==> src/hw/bms_params.svh <==
// Purpose: Constants of the port B bus-matching and byte-swap datapath.
// Assumes: Included by the package and by the design modules.
// Notes: Field positions refer to the sampled pin vectors of the top module.
`ifndef BMS_PARAMS_SVH
`define BMS_PARAMS_SVH

// Data width of one long word and depth of each queue.
`define BMS_DATA_W 36
`define BMS_QUEUE_DEPTH 8

// Port B size select codes, {port_b_size_high, port_b_size_low}.
`define BMS_SIZE_LONG 2'h0
`define BMS_SIZE_WORD 2'h1
`define BMS_SIZE_BYTE 2'h2
`define BMS_SIZE_MAIL 2'h3

// Swap mode codes, {swap_mode_high_bit, swap_mode_low_bit}.
`define BMS_SWAP_NONE 2'h0
`define BMS_SWAP_FULL 2'h1
`define BMS_SWAP_HALF 2'h2
`define BMS_SWAP_PAIR 2'h3

// Layout of the sampled port A vector.
`define BMS_A_VEC_W 40
`define BMS_A_CLK 39
`define BMS_A_WR 38
`define BMS_A_RD 37
`define BMS_A_MB 36

// Layout of the sampled port B vector.
`define BMS_B_VEC_W 44
`define BMS_B_CLK 43
`define BMS_B_WR 42
`define BMS_B_RD 41
`define BMS_B_SIZ 39
`define BMS_B_SW 37
`define BMS_B_BE 36

// Reset values.
`define BMS_DATA_RST 36'h0
`define BMS_PHASE_RST 2'h0

`endif

==> src/hw/bms_pkg.sv <==
// Purpose: Types and the byte swap function of the bus-matching datapath.
// Assumes: Constants come from bms_params.svh.
// Notes: Every swap mode is its own inverse, so one function serves both directions.
`include "bms_params.svh"

package bms_pkg;

  // ************************************************************
  // State of the top module
  // ************************************************************
  typedef struct packed {
    logic [`BMS_A_VEC_W-1:0] a_s1;
    logic [`BMS_A_VEC_W-1:0] a_s2;
    logic a_clk_prev;
    logic [`BMS_B_VEC_W-1:0] b_s1;
    logic [`BMS_B_VEC_W-1:0] b_s2;
    logic b_clk_prev;
    logic [`BMS_DATA_W-1:0] a_rdata;
    logic [`BMS_DATA_W-1:0] b_rdata;
    logic [`BMS_DATA_W-1:0] mailbox;
    logic [`BMS_DATA_W-1:0] asm_word;
    logic [1:0] rphase;
    logic [1:0] wphase;
    logic a_sync;
    logic a_empty_n;
    logic b_sync;
    logic b_empty_n;
    logic a_full_n;
    logic b_full_n;
  } bms_state_t;

  // Reorders the four 9-bit bytes of a long word by swap mode.
  function automatic logic [`BMS_DATA_W-1:0] bms_swap(input logic [`BMS_DATA_W-1:0] w,
                                                      input logic [1:0] m);
    logic [`BMS_DATA_W-1:0] r;
    r = w;
    case (m)
      `BMS_SWAP_FULL: r = {w[8:0], w[17:9], w[26:18], w[35:27]};
      `BMS_SWAP_HALF: r = {w[17:0], w[35:18]};
      `BMS_SWAP_PAIR: r = {w[26:18], w[35:27], w[8:0], w[17:9]};
      default: r = w;
    endcase
    return r;
  endfunction

endpackage

==> src/hw/bms_port.sv <==
// Purpose: Port A and port B datapath with bus matching and byte swapping.
// Assumes: Port clocks are slow enough to be sampled and edge-detected by clock.
// Notes: Port B input and output buses are separate; both size high writes are ignored.
`timescale 1ns/1ps
`include "bms_params.svh"

module bms_port #(
  parameter int DEPTH = `BMS_QUEUE_DEPTH
) (
  input wire logic clock,
  input wire logic rst_n,
  input wire logic clock_en,
  input wire logic port_a_clock,
  input wire logic port_a_write,
  input wire logic port_a_read,
  input wire logic port_a_mail_sel,
  input wire logic [`BMS_DATA_W-1:0] port_a_wdata,
  output logic [`BMS_DATA_W-1:0] port_a_rdata,
  output logic port_a_empty_n,
  output logic port_a_full_n,
  input wire logic port_b_clock,
  input wire logic port_b_write,
  input wire logic port_b_read,
  input wire logic port_b_size_low,
  input wire logic port_b_size_high,
  input wire logic swap_mode_low_bit,
  input wire logic swap_mode_high_bit,
  input wire logic port_b_big_endian,
  input wire logic [`BMS_DATA_W-1:0] port_b_wdata,
  output logic [`BMS_DATA_W-1:0] port_b_rdata,
  output logic port_b_empty_n,
  output logic port_b_full_n
);
  import bms_pkg::*;

  localparam int CW = $clog2(DEPTH+1);

  bms_pkg::bms_state_t st_ff;
  bms_pkg::bms_state_t nxt_st;
  logic a_edge, a_wr, a_rd, a_mb;
  logic b_edge, b_wr, b_rd, b_big;
  logic [1:0] b_size, b_swap, bidx, widx;
  logic [`BMS_DATA_W-1:0] a_din, b_din, lw_swap, asm_next;
  logic a2b_push, a2b_ready, a2b_valid, a2b_pop;
  logic b2a_push, b2a_ready, b2a_valid, b2a_pop;
  logic [`BMS_DATA_W-1:0] a2b_data, b2a_data;
  logic [CW-1:0] a2b_cnt, b2a_cnt;
  logic rd_take, rd_last, mb_take, wr_take, wr_last, b_drain, a_drain;

  // ************************************************************
  // Queues
  // ************************************************************
  bms_fifo #(.WIDTH(`BMS_DATA_W), .DEPTH(DEPTH)) u_a_to_b_queue (
    .clock(clock),
    .rst_n(rst_n),
    .clock_en(clock_en),
    .in_valid(a2b_push),
    .in_ready(a2b_ready),
    .in_data(a_din),
    .out_valid(a2b_valid),
    .out_ready(a2b_pop),
    .out_data(a2b_data),
    .count(a2b_cnt)
  );

  bms_fifo #(.WIDTH(`BMS_DATA_W), .DEPTH(DEPTH)) u_b_to_a_queue (
    .clock(clock),
    .rst_n(rst_n),
    .clock_en(clock_en),
    .in_valid(b2a_push),
    .in_ready(b2a_ready),
    .in_data(bms_swap(asm_next, b_swap)),
    .out_valid(b2a_valid),
    .out_ready(b2a_pop),
    .out_data(b2a_data),
    .count(b2a_cnt)
  );

  // ************************************************************
  // Sampled pins and port clock edges
  // ************************************************************
  // Fields come from the second synchroniser stage only.
  assign a_edge = st_ff.a_s2[`BMS_A_CLK] & ~st_ff.a_clk_prev;
  assign a_wr = st_ff.a_s2[`BMS_A_WR];
  assign a_rd = st_ff.a_s2[`BMS_A_RD];
  assign a_mb = st_ff.a_s2[`BMS_A_MB];
  assign a_din = st_ff.a_s2[`BMS_DATA_W-1:0];
  assign b_edge = st_ff.b_s2[`BMS_B_CLK] & ~st_ff.b_clk_prev;
  assign b_wr = st_ff.b_s2[`BMS_B_WR];
  assign b_rd = st_ff.b_s2[`BMS_B_RD];
  assign b_size = st_ff.b_s2[`BMS_B_SIZ +: 2];
  assign b_swap = st_ff.b_s2[`BMS_B_SW +: 2];
  assign b_big = st_ff.b_s2[`BMS_B_BE];
  assign b_din = st_ff.b_s2[`BMS_DATA_W-1:0];

  // ************************************************************
  // Transfer decode
  // ************************************************************
  // A long word is released or accepted only on its final piece.
  assign lw_swap = bms_swap(a2b_data, b_swap);
  assign mb_take = b_edge & b_rd & (b_size == `BMS_SIZE_MAIL);
  assign rd_take = b_edge & b_rd & st_ff.b_empty_n & (b_size != `BMS_SIZE_MAIL);
  assign rd_last = (b_size == `BMS_SIZE_LONG)
                 | ((b_size == `BMS_SIZE_WORD) & st_ff.rphase[0])
                 | ((b_size == `BMS_SIZE_BYTE) & (st_ff.rphase == 2'h3));
  assign a2b_pop = rd_take & rd_last;
  assign b_drain = a2b_pop & (a2b_cnt == CW'(1));
  assign wr_take = b_edge & b_wr & st_ff.b_full_n & (b_size != `BMS_SIZE_MAIL);
  assign wr_last = (b_size == `BMS_SIZE_LONG)
                 | ((b_size == `BMS_SIZE_WORD) & st_ff.wphase[0])
                 | ((b_size == `BMS_SIZE_BYTE) & (st_ff.wphase == 2'h3));
  assign b2a_push = wr_take & wr_last;
  assign a2b_push = a_edge & a_wr & ~a_mb & st_ff.a_full_n;
  assign b2a_pop = a_edge & a_rd & st_ff.a_empty_n;
  assign a_drain = b2a_pop & (b2a_cnt == CW'(1));
  assign bidx = b_big ? 2'h3 - st_ff.rphase : st_ff.rphase;
  assign widx = b_big ? 2'h3 - st_ff.wphase : st_ff.wphase;

  // Assembly of the next B-to-A long word from the current piece.
  always_comb begin
    asm_next = st_ff.asm_word;
    case (b_size)
      `BMS_SIZE_WORD: begin
        if (b_big ^ st_ff.wphase[0]) begin
          asm_next[35:18] = b_big ? b_din[35:18] : b_din[17:0];
        end else begin
          asm_next[17:0] = b_big ? b_din[35:18] : b_din[17:0];
        end
      end
      `BMS_SIZE_BYTE: begin
        asm_next[9*widx +: 9] = b_big ? b_din[35:27] : b_din[8:0];
      end
      default: asm_next = b_din;
    endcase
  end

  // ************************************************************
  // Next state
  // ************************************************************
  always_comb begin
    nxt_st = st_ff;
    nxt_st.a_s1 = {port_a_clock, port_a_write, port_a_read, port_a_mail_sel, port_a_wdata};
    nxt_st.a_s2 = st_ff.a_s1;
    nxt_st.a_clk_prev = st_ff.a_s2[`BMS_A_CLK];
    nxt_st.b_s1 = {port_b_clock, port_b_write, port_b_read, port_b_size_high,
                   port_b_size_low, swap_mode_high_bit, swap_mode_low_bit,
                   port_b_big_endian, port_b_wdata};
    nxt_st.b_s2 = st_ff.b_s1;
    nxt_st.b_clk_prev = st_ff.b_s2[`BMS_B_CLK];
    // Port A side: mailbox load, queue read and its flags.
    if (a_edge) begin
      if (a_wr & a_mb) begin
        nxt_st.mailbox = a_din;
      end
      if (b2a_pop) begin
        nxt_st.a_rdata = b2a_data;
      end
      nxt_st.a_sync = b2a_valid & ~a_drain;
      nxt_st.a_empty_n = a_drain ? 1'b0 : st_ff.a_sync;
      nxt_st.a_full_n = a2b_ready;
    end
    // Port B reads: mailbox, long word, word or byte pieces.
    if (mb_take) begin
      nxt_st.b_rdata = st_ff.mailbox;
    end else if (rd_take) begin
      case (b_size)
        `BMS_SIZE_WORD: begin
          if (b_big) begin
            nxt_st.b_rdata[35:18] = st_ff.rphase[0] ? lw_swap[17:0] : lw_swap[35:18];
          end else begin
            nxt_st.b_rdata[17:0] = st_ff.rphase[0] ? lw_swap[35:18] : lw_swap[17:0];
          end
        end
        `BMS_SIZE_BYTE: begin
          if (b_big) begin
            nxt_st.b_rdata[35:27] = lw_swap[9*bidx +: 9];
          end else begin
            nxt_st.b_rdata[8:0] = lw_swap[9*bidx +: 9];
          end
        end
        default: nxt_st.b_rdata = lw_swap;
      endcase
      nxt_st.rphase = rd_last ? `BMS_PHASE_RST : st_ff.rphase + 2'h1;
    end
    // Port B writes: pieces gather until the last one completes the word.
    if (wr_take) begin
      nxt_st.asm_word = asm_next;
      nxt_st.wphase = wr_last ? `BMS_PHASE_RST : st_ff.wphase + 2'h1;
    end
    // Port B empty follows the A-to-B queue through two port B stages; full follows the B-to-A queue in one.
    if (b_edge) begin
      nxt_st.b_sync = a2b_valid & ~b_drain;
      nxt_st.b_empty_n = b_drain ? 1'b0 : st_ff.b_sync;
      nxt_st.b_full_n = b2a_ready;
    end
  end

  // State register, frozen while the clock enable is low.
  always_ff @(posedge clock or negedge rst_n) begin
    if (!rst_n) begin
      st_ff <= '0;
    end else if (clock_en) begin
      st_ff <= nxt_st;
    end
  end

  // ************************************************************
  // Outputs
  // ************************************************************
  assign port_a_rdata = st_ff.a_rdata;
  assign port_a_empty_n = st_ff.a_empty_n;
  assign port_a_full_n = st_ff.a_full_n;
  assign port_b_rdata = st_ff.b_rdata;
  assign port_b_empty_n = st_ff.b_empty_n;
  assign port_b_full_n = st_ff.b_full_n;

  // ************************************************************
  // Checks
  // ************************************************************
  property p_long_read;
    @(posedge clock) disable iff (!rst_n || !clock_en)
      (rd_take && b_size == `BMS_SIZE_LONG) |=> (port_b_rdata == $past(lw_swap));
  endproperty
  a_long_read: assert property (p_long_read) else $error("long read data wrong");

  property p_word_hold;
    @(posedge clock) disable iff (!rst_n || !clock_en)
      (rd_take && b_size == `BMS_SIZE_WORD && b_big) |=> $stable(port_b_rdata[17:0]);
  endproperty
  a_word_hold: assert property (p_word_hold) else $error("unused word half changed");

  property p_byte_hold;
    @(posedge clock) disable iff (!rst_n || !clock_en)
      (rd_take && b_size == `BMS_SIZE_BYTE && !b_big) |=> $stable(port_b_rdata[35:9]);
  endproperty
  a_byte_hold: assert property (p_byte_hold) else $error("unused byte lanes changed");

  property p_mailbox;
    @(posedge clock) disable iff (!rst_n || !clock_en)
      mb_take |=> (port_b_rdata == $past(st_ff.mailbox));
  endproperty
  a_mailbox: assert property (p_mailbox) else $error("mailbox read data wrong");

  property p_empty_fall;
    @(posedge clock) disable iff (!rst_n || !clock_en)
      $fell(port_b_empty_n) |-> $past(rd_take && rd_last);
  endproperty
  a_empty_fall: assert property (p_empty_fall) else $error("empty before last piece");

  property p_b_rise;
    @(posedge clock) disable iff (!rst_n || !clock_en)
      (a2b_valid && !port_b_empty_n) |-> ##[1:40] port_b_empty_n;
  endproperty
  a_b_rise: assert property (p_b_rise) else $error("port B empty flag did not rise");

  property p_a_rise;
    @(posedge clock) disable iff (!rst_n || !clock_en)
      (b2a_valid && !port_a_empty_n) |-> ##[1:40] port_a_empty_n;
  endproperty
  a_a_rise: assert property (p_a_rise) else $error("port A empty flag did not rise");

  property p_push_last;
    @(posedge clock) disable iff (!rst_n || !clock_en)
      (wr_take && !wr_last && !b2a_pop) |=> (b2a_cnt == $past(b2a_cnt));
  endproperty
  a_push_last: assert property (p_push_last) else $error("partial long word pushed");

  property p_flag_edge;
    @(posedge clock) disable iff (!rst_n || !clock_en)
      $changed(port_b_empty_n) |-> $past(b_edge);
  endproperty
  a_flag_edge: assert property (p_flag_edge) else $error("flag moved off a port B edge");

endmodule

==> src/hw/bms_fifo.sv <==
// Purpose: Synchronous queue of long words with valid and ready on both sides.
// Assumes: One clock; writer and reader may act in the same cycle.
// Notes: Output data is the head word while out_valid is high.
`timescale 1ns/1ps
`include "bms_params.svh"

module bms_fifo #(
  parameter int WIDTH = `BMS_DATA_W,
  parameter int DEPTH = `BMS_QUEUE_DEPTH
) (
  input wire logic clock,
  input wire logic rst_n,
  input wire logic clock_en,
  input wire logic in_valid,
  output logic in_ready,
  input wire logic [WIDTH-1:0] in_data,
  output logic out_valid,
  input wire logic out_ready,
  output logic [WIDTH-1:0] out_data,
  output logic [$clog2(DEPTH+1)-1:0] count
);
  import bms_pkg::*;

  localparam int AW = $clog2(DEPTH);
  localparam int CW = $clog2(DEPTH+1);

  typedef struct packed {
    logic [DEPTH-1:0][WIDTH-1:0] mem;
    logic [AW-1:0] wptr;
    logic [AW-1:0] rptr;
    logic [CW-1:0] cnt;
  } bms_fifo_state_t;

  bms_fifo_state_t st_ff;
  bms_fifo_state_t nxt_st;
  logic push;
  logic pop;

  // ************************************************************
  // Flags and head word
  // ************************************************************
  // Full and empty come straight from the occupancy count.
  assign in_ready = (st_ff.cnt != CW'(DEPTH));
  assign out_valid = (st_ff.cnt != '0);
  assign out_data = st_ff.mem[st_ff.rptr];
  assign count = st_ff.cnt;
  assign push = in_valid & in_ready;
  assign pop = out_valid & out_ready;

  // Pointers wrap at the depth so that any depth works.
  always_comb begin
    nxt_st = st_ff;
    if (push) begin
      nxt_st.mem[st_ff.wptr] = in_data;
      nxt_st.wptr = (st_ff.wptr == AW'(DEPTH-1)) ? '0 : st_ff.wptr + 1'b1;
    end
    if (pop) begin
      nxt_st.rptr = (st_ff.rptr == AW'(DEPTH-1)) ? '0 : st_ff.rptr + 1'b1;
    end
    nxt_st.cnt = st_ff.cnt + CW'(push) - CW'(pop);
  end

  // State register, frozen while the clock enable is low.
  always_ff @(posedge clock or negedge rst_n) begin
    if (!rst_n) begin
      st_ff <= '0;
    end else if (clock_en) begin
      st_ff <= nxt_st;
    end
  end

endmodule

==> config.mk <==
export PLATFORM = sky130hd
export DESIGN_NAME = bms_port
export DESIGN_NICKNAME = d
export VERILOG_FILES = /design/src/hw/bms_pkg.sv /design/src/hw/bms_port.sv /design/src/hw/bms_fifo.sv
export VERILOG_INCLUDE_DIRS = /design/src /design/src/hw
export SDC_FILE = /design/constraint.sdc
export NUM_CORES = 2
export LEC_CHECK = 0
export BUFFER_PORTS_ARGS = -buffer_cell sky130_fd_sc_hd__buf_2
export CAP_MARGIN = 30
export CORE_MARGIN = 5
export CORE_UTILIZATION = 36
export CTS_BUF_LIST = sky130_fd_sc_hd__clkbuf_8 sky130_fd_sc_hd__clkbuf_16
export DETAILED_ROUTE_END_ITERATION = 10
export PLACE_DENSITY = 0.58
export SLEW_MARGIN = 25
export SYNTH_ARGS = -nofsm -noshare
export SYNTH_HDL_FRONTEND = slang
export SYNTH_HIERARCHICAL = 1
export SYNTH_SLANG_ARGS = --single-unit
==> constraint.sdc <==
create_clock -name clock -period 6.36 [get_ports clock]
set_input_delay 1.908 -clock clock [delete_from_list [all_inputs] [get_ports clock]]
set_output_delay 1.908 -clock clock [all_outputs]
set_load 0.01 [all_outputs]
# Yosys cells after proc, flatten, opt, wreduce, memory -nomap -nowiden
# Cells that the tools add are included.
# word_totals
ram_bits	0
register_bits	920
mem_bits_ro	0
n_memories	0
latchBits	0
input_bits	87
output_inout_bits	76
elab_cells	188
# classes
n_eq_ne	22
n_mux	39
addsub	13
n_reduce_logical	20
multipliers	2
magnitude_cmp	6
bitwise_logic	40
div	0
shifts	3
# op_table
operator	count
288-bit bitwise mux	2
36-bit binary-select mux with 3-bit select	2
36-bit demux with 3-bit select	2
36-bit two-way mux	6
36-bit case mux with 3 select lines	2
18-bit two-way mux	7
36-bit case mux with 2 select lines	1
36-bit bitwise mux	1
18-bit case mux with 2 select lines	1
9-bit case mux with 2 select lines	2
9-bit by 34-bit variable shift with 36-bit output (first input constant)	1
36-bit by 7-bit variable part select with 9-bit output	1
9-bit by 34-bit variable part select with 36-bit output	1
6-bit negation with 34-bit output	1
1-bit AND	29
9-bit two-way mux	3
3-bit by 4-bit less-than comparator with 1-bit output (second input constant)	4
4-bit AND reduction	4
2-bit AND reduction	7
3-bit by 1-bit adder with 3-bit output (second input constant)	4
2-bit equality test (second input constant)	6
3-bit equality test (second input constant)	4
4-bit by 2-bit multiplier with 6-bit output (first input constant)	2
3-bit two-way mux	4
other kinds (20)	48

# Depth between registers and ports, before layout
# logic_depth
depth_word	9
mapped_depth	15
ltp_nobuf	13

# Hierarchy
# Netlist, hierarchy kept.
# by_module_without_submodules
module	seq_area_each_um2	n_inst	cells_per_inst	area_per_inst_um2
bms_port	8107.8	1	1539	17342.9
bms_fifo at u_b_to_a_queue	7457.2	1	805	13689.4
bms_fifo at u_a_to_b_queue	7457.2	1	804	13665.6

# Worst setup path after synthesis
# Ideal clock, no wire load.
# synth_path
kind	input port to flip-flop
startpoint	input port clock_en
endpoint	register, netlist name st_ff[51]
stages	5
n_path_buf	2
arrival_time_ns	3.428
setup_time_ns	0.125
setup_slack_ns	2.807
required_time_ns	6.235
cell_sequence	clkbuf_1 > nand3b_1 > nor2_1 > clkbuf_1 > mux2_2
# synth_lines
item	line	text
start, declared	bms_port.sv:12	input wire logic clock_en,

==> flow_summary_export.csv <==
group,metric,value,unit
critical_path,critPathKind,"reg -> reg",
timing,worst_slack,2.14,ns
worst_hold_path,worstHoldStart,"port_b_rdata[21]",
route,routed_wl,114000,um
die,io-pin-count,163,
timing,fmax,0.237,GHz
route,viasPerCell,5.44,
cts,cts_hold_buf,0,
critical_path,path_cells,"buf_4, or3b_1, a32o_1, a211oi_1, o221ai_1, mux2_2",
grt,grt_max_degree,129,
route,route.detailed.drc,0,
synthesis,syn_nets,3263,
worst_hold_path,hold_path_depth,2,
critical_path,r2r_start,"st_ff[6]",
synthesis,synth_mux_area_share,33.1,%
cts,h-tree-depth,3,
worst_hold_path,min_to,"port_b_rdata[21]",
critical_path,reg2reg_slack,2.14,ns
critical_path,critPathMaxStageDelay,0.86,ns
timing,rsz0062_at_grt,"false",
die,row_count,129,
die,fp.dieW,362,um
grt,grtUsageMet1,23.3,%
cts,numCtsBuffers,99,
power,p_leak,0.0229,uW
grt,grt.busiest_layer,"met2",
timing,post-route-min-period,4.22,ns
timing,maxSlewHeadroom,28.0,%
place,place.port_buffers,162,
power,p_sw_share,33.1,%
power,p_switching,6510,uW
power,p_per_area,393,nW/um2
route,vias,26800,
synthesis,seq_area_frac_synth,51.5,%
synthesis,synth_edf_count,0,
cts,tritoncts,"yes",
critical_path,critPathSlowestCell,"dfrtp_2",
synthesis,synth-simple-area-share,4.30,%
critical_path,r2r_cells,6,
synthesis,synth_flop_cell,"dfrtp_1",
place,hpwl,73800,um
grt,grt.met3_usage,3.26,%
die,die_h,362,um
cts,cts_setup_buffers,0,
synthesis,synth_compound_area_share,5.97,%
grt,overflow,0,
power,pwr-share-seq,41.3,%
synthesis,synth-warning-count,6,
power,power_frac_clock,30.1,%
cts,cts-root-buf,"clkbuf_16",
power,intPower,13200,uW
timing,finClkSkew,0.0230,ns
timing,setup_viol,0,
synthesis,synth_top_family_by_area,"multiplexers",
synthesis,synth_xor_area_share,0.137,%
synthesis,netlist_area,44700,um2
outcome,status,"finished clean",
route,postRouteAntennaNets,0,
final_layout,fin_nets,3328,
cts,clock_latency,0.69,ns
final_layout,drive_above_1_share,46.3,%
power,comb_power_share,28.6,%
synthesis,synth-adder-area-share,0.817,%
worst_hold_path,min_path_type,"reg -> reg",
critical_path,crit_buf_inv,1,
cts,clockBufferDepth,3,
route,drt_first_pass_iters,7,
critical_path,cp_max_fo,35,
power,vdd_drop_max,247,uV
critical_path,cp-start-kind,"flip-flop",
timing,finalHoldViolCount,0,
synthesis,synthArstFlopShare,100,%
die,dieArea,131000,um2
cts,cts_sinks,920,
grt,global_route.usage.met2,28.4,%
synthesis,ys_ff_latch,920,
critical_path,endpoint_kind,"flip-flop",
grt,antenna_found_initial,4,
grt,track_usage,17.3,%
critical_path,cpLargestDelayFamily,"compound AO/OA/AOI/OAI gates",
cts,ctsResizeCount,0,
critical_path,crit_required,6.92,ns
synthesis,syn_area_per_cell,14.2,um2
timing,worst_slew_pin_slew,1.07,ns
timing,fin_crit_sh,66.4,%
job,maxCapViolations,0,
die,initial_core_util,36.2,%
place,gp_congestion,0.826,
grt,grt_pass1_wl,177000,um
place,pre_cts_slack,1.97,ns
critical_path,timing.rr.end,"u_b_to_a_queue/st_ff[218]",
synthesis,synth.distinct_cells,76,
power,finalPower,19700,uW
final_layout,final_util,40.6,%
timing,finalMaxSlewViolations,0,
grt,grt_pass1_vias,27800,
die,core_area,123000,um2
critical_path,crit_start,"st_ff[6]",
cts,clkSlewWorstSetupHoldPaths,0.06,ns
final_layout,area_growth,12.1,%
route,wl_per_cell,23.2,um
critical_path,arrival,4.79,ns
timing,setup_tns,0,ns
route,drtIter0Drc,1704,
synthesis,syn-instance-count,3148,
how the worst max path moves through the flow:
| stage | end | cells past startpoint |
|---|---|---|
| 6_report | u_b_to_a_queue/st_ff[218] | 6 |
| 5_1_grt | u_b_to_a_queue/st_ff[135] | 7 |
| 4_1_cts | u_b_to_a_queue/st_ff[25] | 8 |
| 3_5_place_dp | st_ff[62] | 5 |
| 3_3_place_gp | u_b_to_a_queue/st_ff[272] | 5 |
| 2_1_floorplan | st_ff[51] | 5 |
worst register-to-register path, cell delays in order (launching register included):
cell and delay, ns:
dfrtp_2 0.86, buf_4 0.47, or3b_1 0.59, a32o_1 0.33
a211oi_1 0.72, o221ai_1 0.63, mux2_2 0.50
per-stage QoR:
stage | instances | instance area (um2) | hold WS (ns)
3_3_place_gp | 4740 | 46600 | 0.458
2_1_floorplan | 3148 | 44700 | 0.449
3_5_place_dp | 4747 | 46700 | 0.463
5_1_grt | 4932 | 50100 | 0.494
6_report | 4933 | 50100 | 0.472
4_1_cts | 4930 | 50100 | 0.476
power by group through the flow:
stage	logic, uW	clock network, uW	registers (uW)
floorplan	4460	0	7620
global placement	5550	0	8240
detailed placement	5680	0	8250
CTS	5700	6110	8160
global route	6110	6340	8320
finish	5630	5930	8140
routing by layer:
metal	vias to the layer above	wire length, um
li1	11900	-
met1	14200	50500
met2	605	55200
met5	-	0
met3	174	5260
met4	0	3360
final cells by class:
class / instances / area [um2]
inverter: 28 / 105
tap: 1637 / 2050
clock inverter: 59 / 559
multi-input combinational: 1920 / 19900
antenna: 1 / 2.50
timing repair buffer: 244 / 1620
sequential: 920 / 23000
clock buffer: 124 / 2830
fill: 11500 / 73400
cell usage after synthesis, drive strengths merged, types with 8 or more instances:
cell type / count / area (um2)
o32ai: 39 / 342
a221o: 11 / 110
buf: 181 / 1370
clkbuf: 99 / 372
o21ai: 49 / 245
o22ai: 17 / 106
nand2: 66 / 250
o31ai: 8 / 60.1
o221ai: 14 / 123
a211oi: 74 / 556
nor2: 154 / 578
a211o: 13 / 114
ha: 26 / 325
dfrtp: 920 / 23000
a2111o: 16 / 180
mux2i: 80 / 801
nor4: 11 / 129
and3: 12 / 75.1
mux4: 145 / 3270
inv: 25 / 93.8
nor3b: 8 / 71.3
a21oi: 43 / 219
nand3: 30 / 180
a22oi: 9 / 67.6
mux2: 954 / 10700
nand3b: 8 / 85.1
nor3: 26 / 270
a21boi: 17 / 128
a32o: 12 / 121
sequential cells by signal, indices dropped and copies added, names as in the netlist, 2 cells and up:
register and flops:
u_b_to_a_queue/count 4, b_din 36, b_size 2, port_a_rdata 36
b_swap 2, nxt_st 86, st_ff 80, u_a_to_b_queue/st_ff 294
a_din 36, u_b_to_a_queue/st_ff 294, u_a_to_b_queue/count 4, port_b_rdata 36
kinds of logic (layout without fill, tap and decap cells):
kind of cell / after synthesis / in the layout
buf+inv: 308 / 455
fa+ha+maj: 28 / 28
flops: 920 / 920
mux: 1179 / 1179
other cells: 0 / 1
simple gates: 350 / 350
compound gates: 356 / 356
xor+xnor: 7 / 7
layout by cell type (no fill, tap or decap), types with 11 or more instances in the layout:
cell type,netlist,routed
buf_12,0,11
o21ai_0,43,43
mux2_2,912,912
a211o_1,13,13
clkbuf_8,0,24
o221ai_1,14,14
nor3_1,13,12
and3_1,12,12
nor3_4,12,12
nand3_1,27,27
a21oi_1,42,42
clkinv_2,0,17
mux4_2,145,145
a211oi_1,74,63
buf_4,98,63
buf_2,39,161
mux2_1,42,42
a211oi_2,0,11
ha_1,26,26
a221o_1,11,11
o22ai_1,17,17
a32o_1,11,11
nor2_1,154,150
inv_1,25,47
a2111o_1,16,16
nand2_1,65,65
clkbuf_16,0,100
a21boi_0,17,17
dfrtp_1,920,911
mux2i_1,80,80
o32ai_1,39,39
(Power assumes the default switching activity.)
